--- src/logic/perf_monitor_pkg.sv ---
// Function
// - While count_freeze_all is set, hardware never changes any event counter.
// - supervisor_count_block holds counters while the processor runs in supervisor state.
// - user_count_block holds counters while the processor runs in user state.
// - Mark-set block holds counters when mark_flag set; mark-clear block when clear.
// - monitor_irq_arm enables signaling; hardware clears it on signaling, software re-arms.
// - freeze_on_irq stops counting on signaling; when clear, counting status is unaffected.
// - timebase_bit_pick selects time base bit 63, 55, 51 or 47.
// - irq_on_timebase_edge signals an interrupt on a 0-to-1 of the picked bit.
// - A six-bit threshold field, values 0 to 63, for data-cache miss events.
// - first_counter_irq_en lets counter 1 overflow signal an interrupt.
// - other_counters_irq_en: counters 2-4 overflow signals; overrides freeze_on_irq.
// - chain_start_hold stops counters 2-4 until counter 1 top bit or signaling.
// - monitor_control_0 holds 7-bit counter 1 and 6-bit counter 2 event selectors.
// - monitor_control_1 holds two 5-bit selectors; remaining bits are reserved.
// - A counter has overflowed once its top bit is set; low 31 bits count.
// - Overflow signals only when that counter's enable and monitor_irq_arm are both set.
// - Software loading an overflow value with enables set raises the interrupt anyway.
// - The condition may arise with external_irq_gate clear; exception waits for the gate.
// - User-view registers return current contents of their supervisor counterparts.
// - Threshold-caused interrupt captures the exact overflowing instruction address.
// - Any other cause captures the address of the last completed instruction.
// - Writes to the unimplemented sampled-data-address numbers are accepted without fault; the code faults them in user state.
package perf_monitor_pkg;

    // Special register numbers
    localparam logic [9:0] SPR_U_MC0    = 10'h3a8;
    localparam logic [9:0] SPR_U_CNT1   = 10'h3a9;
    localparam logic [9:0] SPR_U_CNT2   = 10'h3aa;
    localparam logic [9:0] SPR_U_SADDR  = 10'h3ab;
    localparam logic [9:0] SPR_U_MC1    = 10'h3ac;
    localparam logic [9:0] SPR_U_CNT3   = 10'h3ad;
    localparam logic [9:0] SPR_U_CNT4   = 10'h3ae;
    localparam logic [9:0] SPR_U_DADDR  = 10'h3af;
    localparam logic [9:0] SPR_MC0      = 10'h3b8;
    localparam logic [9:0] SPR_CNT1     = 10'h3b9;
    localparam logic [9:0] SPR_CNT2     = 10'h3ba;
    localparam logic [9:0] SPR_SADDR    = 10'h3bb;
    localparam logic [9:0] SPR_MC1      = 10'h3bc;
    localparam logic [9:0] SPR_CNT3     = 10'h3bd;
    localparam logic [9:0] SPR_CNT4     = 10'h3be;
    localparam logic [9:0] SPR_DADDR    = 10'h3bf;

    // monitor_control_0 fields, bit 0 of the register is index 31
    localparam int FREEZE_ALL_BIT  = 31;
    localparam int SUP_BLOCK_BIT   = 30;
    localparam int USER_BLOCK_BIT  = 29;
    localparam int MARK_SET_BIT    = 28;
    localparam int MARK_CLR_BIT    = 27;
    localparam int IRQ_ARM_BIT     = 26;
    localparam int FREEZE_IRQ_BIT  = 25;
    localparam int TB_PICK_LSB     = 23;
    localparam int TB_EDGE_BIT     = 22;
    localparam int THRESH_LSB      = 16;
    localparam int C1_IRQ_BIT      = 15;
    localparam int OTHER_IRQ_BIT   = 14;
    localparam int CHAIN_HOLD_BIT  = 13;
    localparam int C1_SEL_LSB      = 6;
    localparam int C2_SEL_LSB      = 0;
    // monitor_control_1 fields
    localparam int C3_SEL_LSB      = 27;
    localparam int C4_SEL_LSB      = 22;
    localparam logic [31:0] MC1_MASK = 32'hffc0_0000;

    // Field widths
    localparam int TB_PICK_W  = 2;
    localparam int THRESH_W   = 6;
    localparam int C1_SEL_W   = 7;
    localparam int C2_SEL_W   = 6;
    localparam int C34_SEL_W  = 5;

    // Counter overflow bit (wrap_sign_bit)
    localparam int WRAP_BIT = 31;

    // Time base taps; bit 63 of the time base is index 0
    localparam int TB_TAP_0 = 0;
    localparam int TB_TAP_1 = 8;
    localparam int TB_TAP_2 = 12;
    localparam int TB_TAP_3 = 16;

    // Values after reset
    localparam logic [31:0] CTRL_RESET = 32'h0000_0000;
    localparam logic [31:0] CNT_RESET  = 32'h0000_0000;

endpackage

--- src/logic/perf_monitor_counters.sv ---
`timescale 1ns/100ps
module perf_monitor_counters
    import perf_monitor_pkg::*;
(
    // Clock and reset
    input  wire logic         core_clk,
    input  wire logic         rst,
    // Move-to / move-from special register port
    input  wire logic [9:0]   spr_num,
    input  wire logic         spr_write,
    input  wire logic         spr_read,
    input  wire logic [31:0]  spr_wdata,
    output logic      [31:0]  spr_rdata,
    output logic              spr_rvalid,
    output logic              spr_fault,
    // Machine state
    input  wire logic         user_state_flag,
    input  wire logic         mark_flag,
    input  wire logic         external_irq_gate,
    input  wire logic         exception_taken,
    // Time base and event sources
    input  wire logic [63:0]  timebase,
    input  wire logic [127:0] c1_events,
    input  wire logic [63:0]  c2_events,
    input  wire logic [31:0]  c3_events,
    input  wire logic [31:0]  c4_events,
    // Instruction addresses for sampling
    input  wire logic         threshold_event,
    input  wire logic [31:0]  threshold_instr_addr,
    input  wire logic [31:0]  completed_addr,
    // Monitor results
    output logic      [5:0]   threshold_value,
    output logic              monitor_irq_pending,
    output logic              monitor_exception
);

    logic [31:0]      monitor_control_0;
    logic [31:0]      monitor_control_1;
    logic [3:0][31:0] cnt;
    logic [31:0]      sampled_addr;
    logic             irq_frozen;
    logic             chain_released;
    logic             tb_prev;
    logic             tb_bit;
    logic             tb_rise;
    logic             irq_signal;
    logic             wr_ok;
    logic             mc0_wr;
    logic             mc1_wr;
    logic             saddr_wr;
    logic [3:0]       wr_cnt;
    logic [3:0]       hit;
    logic [3:0]       count_ok;
    logic             base_ok;
    logic             others_ok;
    logic [31:0]      next_rdata;
    logic             next_fault;

    // Writes take effect only from supervisor state
    assign wr_ok     = spr_write && !user_state_flag;
    assign mc0_wr    = wr_ok && spr_num == SPR_MC0;
    assign mc1_wr    = wr_ok && spr_num == SPR_MC1;
    assign saddr_wr  = wr_ok && spr_num == SPR_SADDR;
    assign wr_cnt[0] = wr_ok && spr_num == SPR_CNT1;
    assign wr_cnt[1] = wr_ok && spr_num == SPR_CNT2;
    assign wr_cnt[2] = wr_ok && spr_num == SPR_CNT3;
    assign wr_cnt[3] = wr_ok && spr_num == SPR_CNT4;

    // Time base tap select
    always_comb begin
        unique case (monitor_control_0[TB_PICK_LSB +: TB_PICK_W])
            2'h0: tb_bit = timebase[TB_TAP_0];
            2'h1: tb_bit = timebase[TB_TAP_1];
            2'h2: tb_bit = timebase[TB_TAP_2];
            2'h3: tb_bit = timebase[TB_TAP_3];
        endcase
    end

    // Previous tap starts high so reset release never looks like an edge
    always_ff @(posedge core_clk) begin
        if (rst) begin
            tb_prev <= 1'b1;
        end else begin
            tb_prev <= tb_bit;
        end
    end

    assign tb_rise = tb_bit && !tb_prev;

    // Signaling is level based on the top bits, so a loaded overflow value signals too
    assign irq_signal = monitor_control_0[IRQ_ARM_BIT] && (
        (monitor_control_0[C1_IRQ_BIT] && cnt[0][WRAP_BIT]) ||
        (monitor_control_0[OTHER_IRQ_BIT] &&
         (cnt[1][WRAP_BIT] || cnt[2][WRAP_BIT] || cnt[3][WRAP_BIT])) ||
        (monitor_control_0[TB_EDGE_BIT] && tb_rise));

    // Control register 0; hardware only ever drops the arm bit
    always_ff @(posedge core_clk) begin
        if (rst) begin
            monitor_control_0 <= CTRL_RESET;
        end else if (mc0_wr) begin
            monitor_control_0 <= spr_wdata;
        end else if (irq_signal) begin
            monitor_control_0[IRQ_ARM_BIT] <= 1'b0;
        end
    end

    // Control register 1; reserved bits never store
    always_ff @(posedge core_clk) begin
        if (rst) begin
            monitor_control_1 <= CTRL_RESET;
        end else if (mc1_wr) begin
            monitor_control_1 <= spr_wdata & MC1_MASK;
        end
    end

    assign threshold_value = monitor_control_0[THRESH_LSB +: THRESH_W];

    // Freeze after signaling lasts until software rewrites control register 0
    always_ff @(posedge core_clk) begin
        if (rst) begin
            irq_frozen <= 1'b0;
        end else if (irq_signal && monitor_control_0[FREEZE_IRQ_BIT]) begin
            irq_frozen <= 1'b1;
        end else if (mc0_wr) begin
            irq_frozen <= 1'b0;
        end
    end

    // Chain release; set wins over the clear from a control write
    always_ff @(posedge core_clk) begin
        if (rst) begin
            chain_released <= 1'b0;
        end else if (cnt[0][WRAP_BIT] || irq_signal) begin
            chain_released <= 1'b1;
        end else if (mc0_wr) begin
            chain_released <= 1'b0;
        end
    end

    // Pending condition; exception waits on the gate
    always_ff @(posedge core_clk) begin
        if (rst) begin
            monitor_irq_pending <= 1'b0;
        end else if (irq_signal) begin
            monitor_irq_pending <= 1'b1;
        end else if (exception_taken) begin
            monitor_irq_pending <= 1'b0;
        end
    end

    assign monitor_exception = monitor_irq_pending && external_irq_gate;

    // Common counting permission from state and freeze bits
    assign base_ok = !monitor_control_0[FREEZE_ALL_BIT]
        && !(monitor_control_0[SUP_BLOCK_BIT] && !user_state_flag)
        && !(monitor_control_0[USER_BLOCK_BIT] && user_state_flag)
        && !(monitor_control_0[MARK_SET_BIT] && mark_flag)
        && !(monitor_control_0[MARK_CLR_BIT] && !mark_flag);

    // Counters 2-4 escape the freeze when their own enable is set
    assign others_ok = base_ok
        && (!irq_frozen || monitor_control_0[OTHER_IRQ_BIT])
        && (!monitor_control_0[CHAIN_HOLD_BIT] || chain_released);

    assign count_ok = {others_ok, others_ok, others_ok, base_ok && !irq_frozen};

    // Event selection per counter
    assign hit[0] = c1_events[monitor_control_0[C1_SEL_LSB +: C1_SEL_W]];
    assign hit[1] = c2_events[monitor_control_0[C2_SEL_LSB +: C2_SEL_W]];
    assign hit[2] = c3_events[monitor_control_1[C3_SEL_LSB +: C34_SEL_W]];
    assign hit[3] = c4_events[monitor_control_1[C4_SEL_LSB +: C34_SEL_W]];

    // Counters; a software load wins over a same-cycle event
    for (genvar i = 0; i < 4; i++) begin : g_cnt
        always_ff @(posedge core_clk) begin
            if (rst) begin
                cnt[i] <= CNT_RESET;
            end else if (wr_cnt[i]) begin
                cnt[i] <= spr_wdata;
            end else if (count_ok[i] && hit[i]) begin
                cnt[i] <= cnt[i] + 32'h0000_0001;
            end
        end
    end

    sampled_addr_capture u_sample (
        .core_clk             (core_clk),
        .rst                  (rst),
        .thresh_counted       (threshold_event && |(count_ok & hit)),
        .threshold_instr_addr (threshold_instr_addr),
        .completed_addr       (completed_addr),
        .irq_signal           (irq_signal),
        .sw_write             (saddr_wr),
        .sw_wdata             (spr_wdata),
        .sampled_addr         (sampled_addr)
    );

    // Read decode and faults; user views read live state from any level
    always_comb begin
        next_rdata = 32'h0000_0000;
        next_fault = 1'b0;
        if (spr_read) begin
            unique case (spr_num)
                SPR_U_MC0:   next_rdata = monitor_control_0;
                SPR_U_CNT1:  next_rdata = cnt[0];
                SPR_U_CNT2:  next_rdata = cnt[1];
                SPR_U_SADDR: next_rdata = sampled_addr;
                SPR_U_MC1:   next_rdata = monitor_control_1;
                SPR_U_CNT3:  next_rdata = cnt[2];
                SPR_U_CNT4:  next_rdata = cnt[3];
                SPR_U_DADDR: next_rdata = 32'h0000_0000;
                SPR_MC0:     next_rdata = monitor_control_0;
                SPR_CNT1:    next_rdata = cnt[0];
                SPR_CNT2:    next_rdata = cnt[1];
                SPR_SADDR:   next_rdata = sampled_addr;
                SPR_MC1:     next_rdata = monitor_control_1;
                SPR_CNT3:    next_rdata = cnt[2];
                SPR_CNT4:    next_rdata = cnt[3];
                SPR_DADDR:   next_rdata = 32'h0000_0000;
                default:     next_fault = 1'b1;
            endcase
            // Supervisor numbers sit at 0x3b8 and above
            if (user_state_flag && spr_num[4]) begin
                next_fault = 1'b1;
                next_rdata = 32'h0000_0000;
            end
        end else if (spr_write) begin
            unique case (spr_num)
                SPR_MC0, SPR_CNT1, SPR_CNT2, SPR_SADDR,
                SPR_MC1, SPR_CNT3, SPR_CNT4: next_fault = user_state_flag;
                SPR_DADDR, SPR_U_DADDR:      next_fault = user_state_flag;
                default:                     next_fault = 1'b1;
            endcase
        end
    end

    // Read answers one cycle after the request
    always_ff @(posedge core_clk) begin
        if (rst) begin
            spr_rdata  <= 32'h0000_0000;
            spr_rvalid <= 1'b0;
            spr_fault  <= 1'b0;
        end else begin
            spr_rdata  <= next_rdata;
            spr_rvalid <= spr_read && !next_fault;
            spr_fault  <= next_fault;
        end
    end
endmodule

--- src/logic/sampled_addr_capture.sv ---
`timescale 1ns/100ps
module sampled_addr_capture
    import perf_monitor_pkg::*;
(
    // Clock and reset
    input  wire logic        core_clk,
    input  wire logic        rst,
    // Core instruction addresses
    input  wire logic        thresh_counted,
    input  wire logic [31:0] threshold_instr_addr,
    input  wire logic [31:0] completed_addr,
    // Capture and software write
    input  wire logic        irq_signal,
    input  wire logic        sw_write,
    input  wire logic [31:0] sw_wdata,
    output logic      [31:0] sampled_addr
);

    logic        thresh_seen;
    logic [31:0] thresh_addr;

    // Overflow shows a cycle after the counting step, so the cause is remembered
    always_ff @(posedge core_clk) begin
        if (rst) begin
            thresh_seen <= 1'b0;
            thresh_addr <= CNT_RESET;
        end else begin
            thresh_seen <= thresh_counted;
            thresh_addr <= threshold_instr_addr;
        end
    end

    // Capture on signaling wins over a software write in the same cycle
    always_ff @(posedge core_clk) begin
        if (rst) begin
            sampled_addr <= CNT_RESET;
        end else if (irq_signal) begin
            sampled_addr <= thresh_seen ? thresh_addr : completed_addr;
        end else if (sw_write) begin
            sampled_addr <= sw_wdata;
        end
    end
endmodule

--- config.mk ---
export PLATFORM = sky130hd
export DESIGN_NAME = perf_monitor_counters
export DESIGN_NICKNAME = d
export VERILOG_FILES = /design/src/logic/perf_monitor_pkg.sv /design/src/logic/perf_monitor_counters.sv /design/src/logic/sampled_addr_capture.sv
export SDC_FILE = /design/constraint.sdc
export NUM_CORES = 1
export LEC_CHECK = 0
export ABC_CLOCK_PERIOD_IN_PS = 6000
export BUFFER_PORTS_ARGS = -buffer_cell sky130_fd_sc_hd__buf_2
export CAP_MARGIN = 20
export CORE_AREA = 2 2 184 186
export DETAILED_ROUTE_END_ITERATION = 6
export DIE_AREA = 0 0 186 188
export GPL_TIMING_DRIVEN = 1
export PLACE_DENSITY = 0.73
export REMOVE_ABC_BUFFERS = 1
export SLEW_MARGIN = 20
export SYNTH_ARGS = -nofsm -noshare
export SYNTH_HDL_FRONTEND = slang
export SYNTH_SLANG_ARGS = --single-unit
--- constraint.sdc ---
create_clock -name core_clk -period 6 [get_ports core_clk]
set_clock_uncertainty 0.15 [all_clocks]
set_input_delay 0.3 -clock core_clk [delete_from_list [all_inputs] [get_ports core_clk]]
set_output_delay 0.3 -clock core_clk [all_outputs]
set_load 0.05 [all_outputs]
==> flow_summary.json <==
{
  "status": "completed",
  "fmax_mhz": 238,
  "cts.sinks": 273,
  "ys_async_sr_fraction_pct": 0,
  "syn2layout_area_growth_pct": 26.3,
  "synth_cells": 1693,
  "fp.dieArea_mm2": 0.0350,
  "path_buf_inv": 0,
  "cts_hold_buf": 80,
  "synth_cell_type_count": 58,
  "overflow": 0,
  "seq_area_frac_synth_pct": 35.8,
  "viasPerCell": 5.94,
  "dp_slack_ns": 1.79,
  "setup_ws_ns": 1.79,
  "critPathSlowestCell": "nand3_1",
  "ant_nets": 0,
  "drv_slew": 0,
  "reg2reg_slack_ns": 1.79,
  "htreeDepth": 1,
  "layout_common_cells": "buf_2 (415), dfxtp_1 (269), a211oi_1 (171)",
  "rsz0062_at_grt": "no",
  "yosysTopAreaCell": "dfxtp_1",
  "finalCriticalPeriod_ns": 4.21,
  "yosys-top-cells-area": "dfxtp_1 (36%), mux4_2 (9.0%), a211oi_1 (8.4%), mux2i_1 (5.0%), xnor2_1 (4.3%)",
  "dieHeight_um": 188,
  "die_w_um": 186,
  "synth-seq-cells": 273,
  "core_mm2": 0.0331,
  "timing.setup.tns_ns": 0,
  "cpLargestDelayFamily": "simple AND/OR/NAND/NOR gates",
  "finalHoldViolCount": 0,
  "grt_pass1_vias": 14872,
  "clock_latency_ns": 0.57,
  "critPathKind": "register to register",
  "start_util_pct": 46.2,
  "vias": 15265,
  "synth_edf_count": 0,
  "fin_nets": 2539,
  "tightest_slew_ns": 1.05,
  "maxSlewHeadroom_pct": 30.1,
  "row_count": 67,
  "placed_area_mm2": 0.0175,
  "numCtsBuffers": 28,
  "synthFlopType": "dfxtp_1",
  "worst-endpoint-required_ns": 6.30,
  "clk_pin_slew_ns": 0.06,
  "yosys_warnings": 0,
  "period_share_pct": 70.1,
  "startpoint_type": "register",
  "grt_pass1_wl_mm": 83.5,
  "clk_path_buf_depth": 3,
  "cts_setup_buffers": 0,
  "synth_top_cell_area_share_pct": 35.8,
  "vdd_drop_max_uv": 204,
  "grt_antenna_before_repair": 4,
  "total_power_mw": 4.01,
  "setup_violations": 0,
  "io-pin-count": 477,
  "synth.avg_cell_area_um2": 9.03,
  "wirelength_mm": 54.7,
  "grt.total_usage_pct": 30.3,
  "place.gp.congestion": 0.924,
  "drive_above_1_share_pct": 27.2,
  "cts-root-buf": "clkbuf_16",
  "first_pass_iters": 6,
  "wl_per_cell_um": 21.3,
  "portBuffers": 416,
  "p_leak_nw": 6.98,
  "dp_hpwl_mm": 38.1,
  "arrival_ns": 4.50,
  "drc": 0,
  "cts_tree": "yes",
  "critPathMaxFanout": 11,
  "fin_area_mm2": 0.0193,
  "hp-class": "input pin to register",
  "p_per_area_mw_per_mm2": 208,
  "drt-initial-drc-count": 1547,
  "slowest_delay_ns": 0.93,
  "final_common_cell": "buf_2",
  "path_cells": "mux4_2 -> mux2i_1 -> mux2_2 -> o21ai_2 -> nand3_1 -> nor4_1 -> xnor2_1 -> a211oi_1",
  "drv_cap": 0,
  "synthesis.area_mm2": 0.0153,
  "grt_max_degree": 101,
  "end_kind": "register",
  "cts_resized": 0
}
-- final timing paths --
path	end	cells after the start	start
worst max register to register	cnt[114]	8	monitor_control_1[22]
worst min-delay path	tb_prev	3	timebase[0]
worst min register to register	monitor_control_0[25]	2	monitor_control_0[25]
worst max-delay path	cnt[114]	8	monitor_control_1[22]
-- metal layers --
metal  global-route usage [%]  share of wire, %  wire length, µm
met3                     4.66               8.5             4650
met5                        0             0.022               12
met1                     42.8                44            24000
met2                     47.9                45            24600
met4                     8.57               2.7             1490
-- state kept, by name (all words and copies together) (netlist names) --
name,flops
chain_released,1
cnt,128
irq_frozen,1
monitor_control_0,32
monitor_control_1,10
monitor_irq_pending,1
spr_fault,1
spr_rdata,32
spr_rvalid,1
tb_prev,1
u_sample.sampled_addr,32
u_sample.thresh_addr,32
u_sample.thresh_seen,1
-- power breakdown --
part | leakage (nW) | internal, mW | switching, mW | total (mW)
Combinational | 4.30 | 0.189 | 0.163 | 0.352
Sequential | 2.21 | 1.83 | 0.0219 | 1.86
Clock | 0.461 | 1.04 | 0.760 | 1.80
-- layout make-up --
cell class	count	area (µm²)
fill	2934	13800
antenna	1	2.50
timing repair buffer	517	3060
clock inverter	9	111
sequential	273	5470
multi-input combinational	1253	9160
clock buffer	42	833
inverter	27	101
tap	448	561
-- tightest hold or removal path: stages --
cell and delay (ns):
buf_2 0.07, mux4_2 0.24, or2_2 0.10
-- cell families (layout without fill, tap and decap cells) --
kind of cell,Yosys count,after routing,share of synthesized area [%]
DFF,273,273,35.8
other,0,1,0
AOI/OAI and AO/OA,411,411,19.4
xor gates and xnor gates,108,108,6.19
and+or+nand+nor,588,588,18.8
adders and majority gates,4,4,0.327
muxes,142,142,14.6
buffers and inverters,167,595,4.87
-- cells in the mapped netlist (all sizes together) (2+ instances only) --
library cell  count
mux4             64
o21ai            18
nor2            154
a222oi           10
a22oi            87
o22a              3
buf              36
and3             25
and4             11
or3              11
a31oi            33
ha                4
nand2           143
a311oi           14
nand3b            3
or4               2
a221oi            4
nor2b            72
clkbuf          104
xor2             33
a21oi            53
nand3            53
nand4            28
o211ai            2
a22o              3
nor4             24
and2              4
mux2i            77
a211oi          171
nor4b             2
dfxtp           273
or2               8
o22ai             5
xnor2            75
inv              27
nand2b            9
nor3b             4
o31ai             4
nor3             35
-- per-stage QoR --
| stage | std cells | util, % | hold slack (ns) |
|---|---|---|---|
| floorplan | 1553 | - | 0.219 |
| CTS | 2569 | 58.2 | 0.0165 |
| global route | 2570 | 58.3 | 0.0242 |
| global placement | 2436 | 52.9 | 0.307 |
| finish | 2570 | 58.3 | 0.0265 |
| detailed placement | 2438 | 53.0 | 0.314 |
No activity file was read; power rests on OpenSTA's default activity.
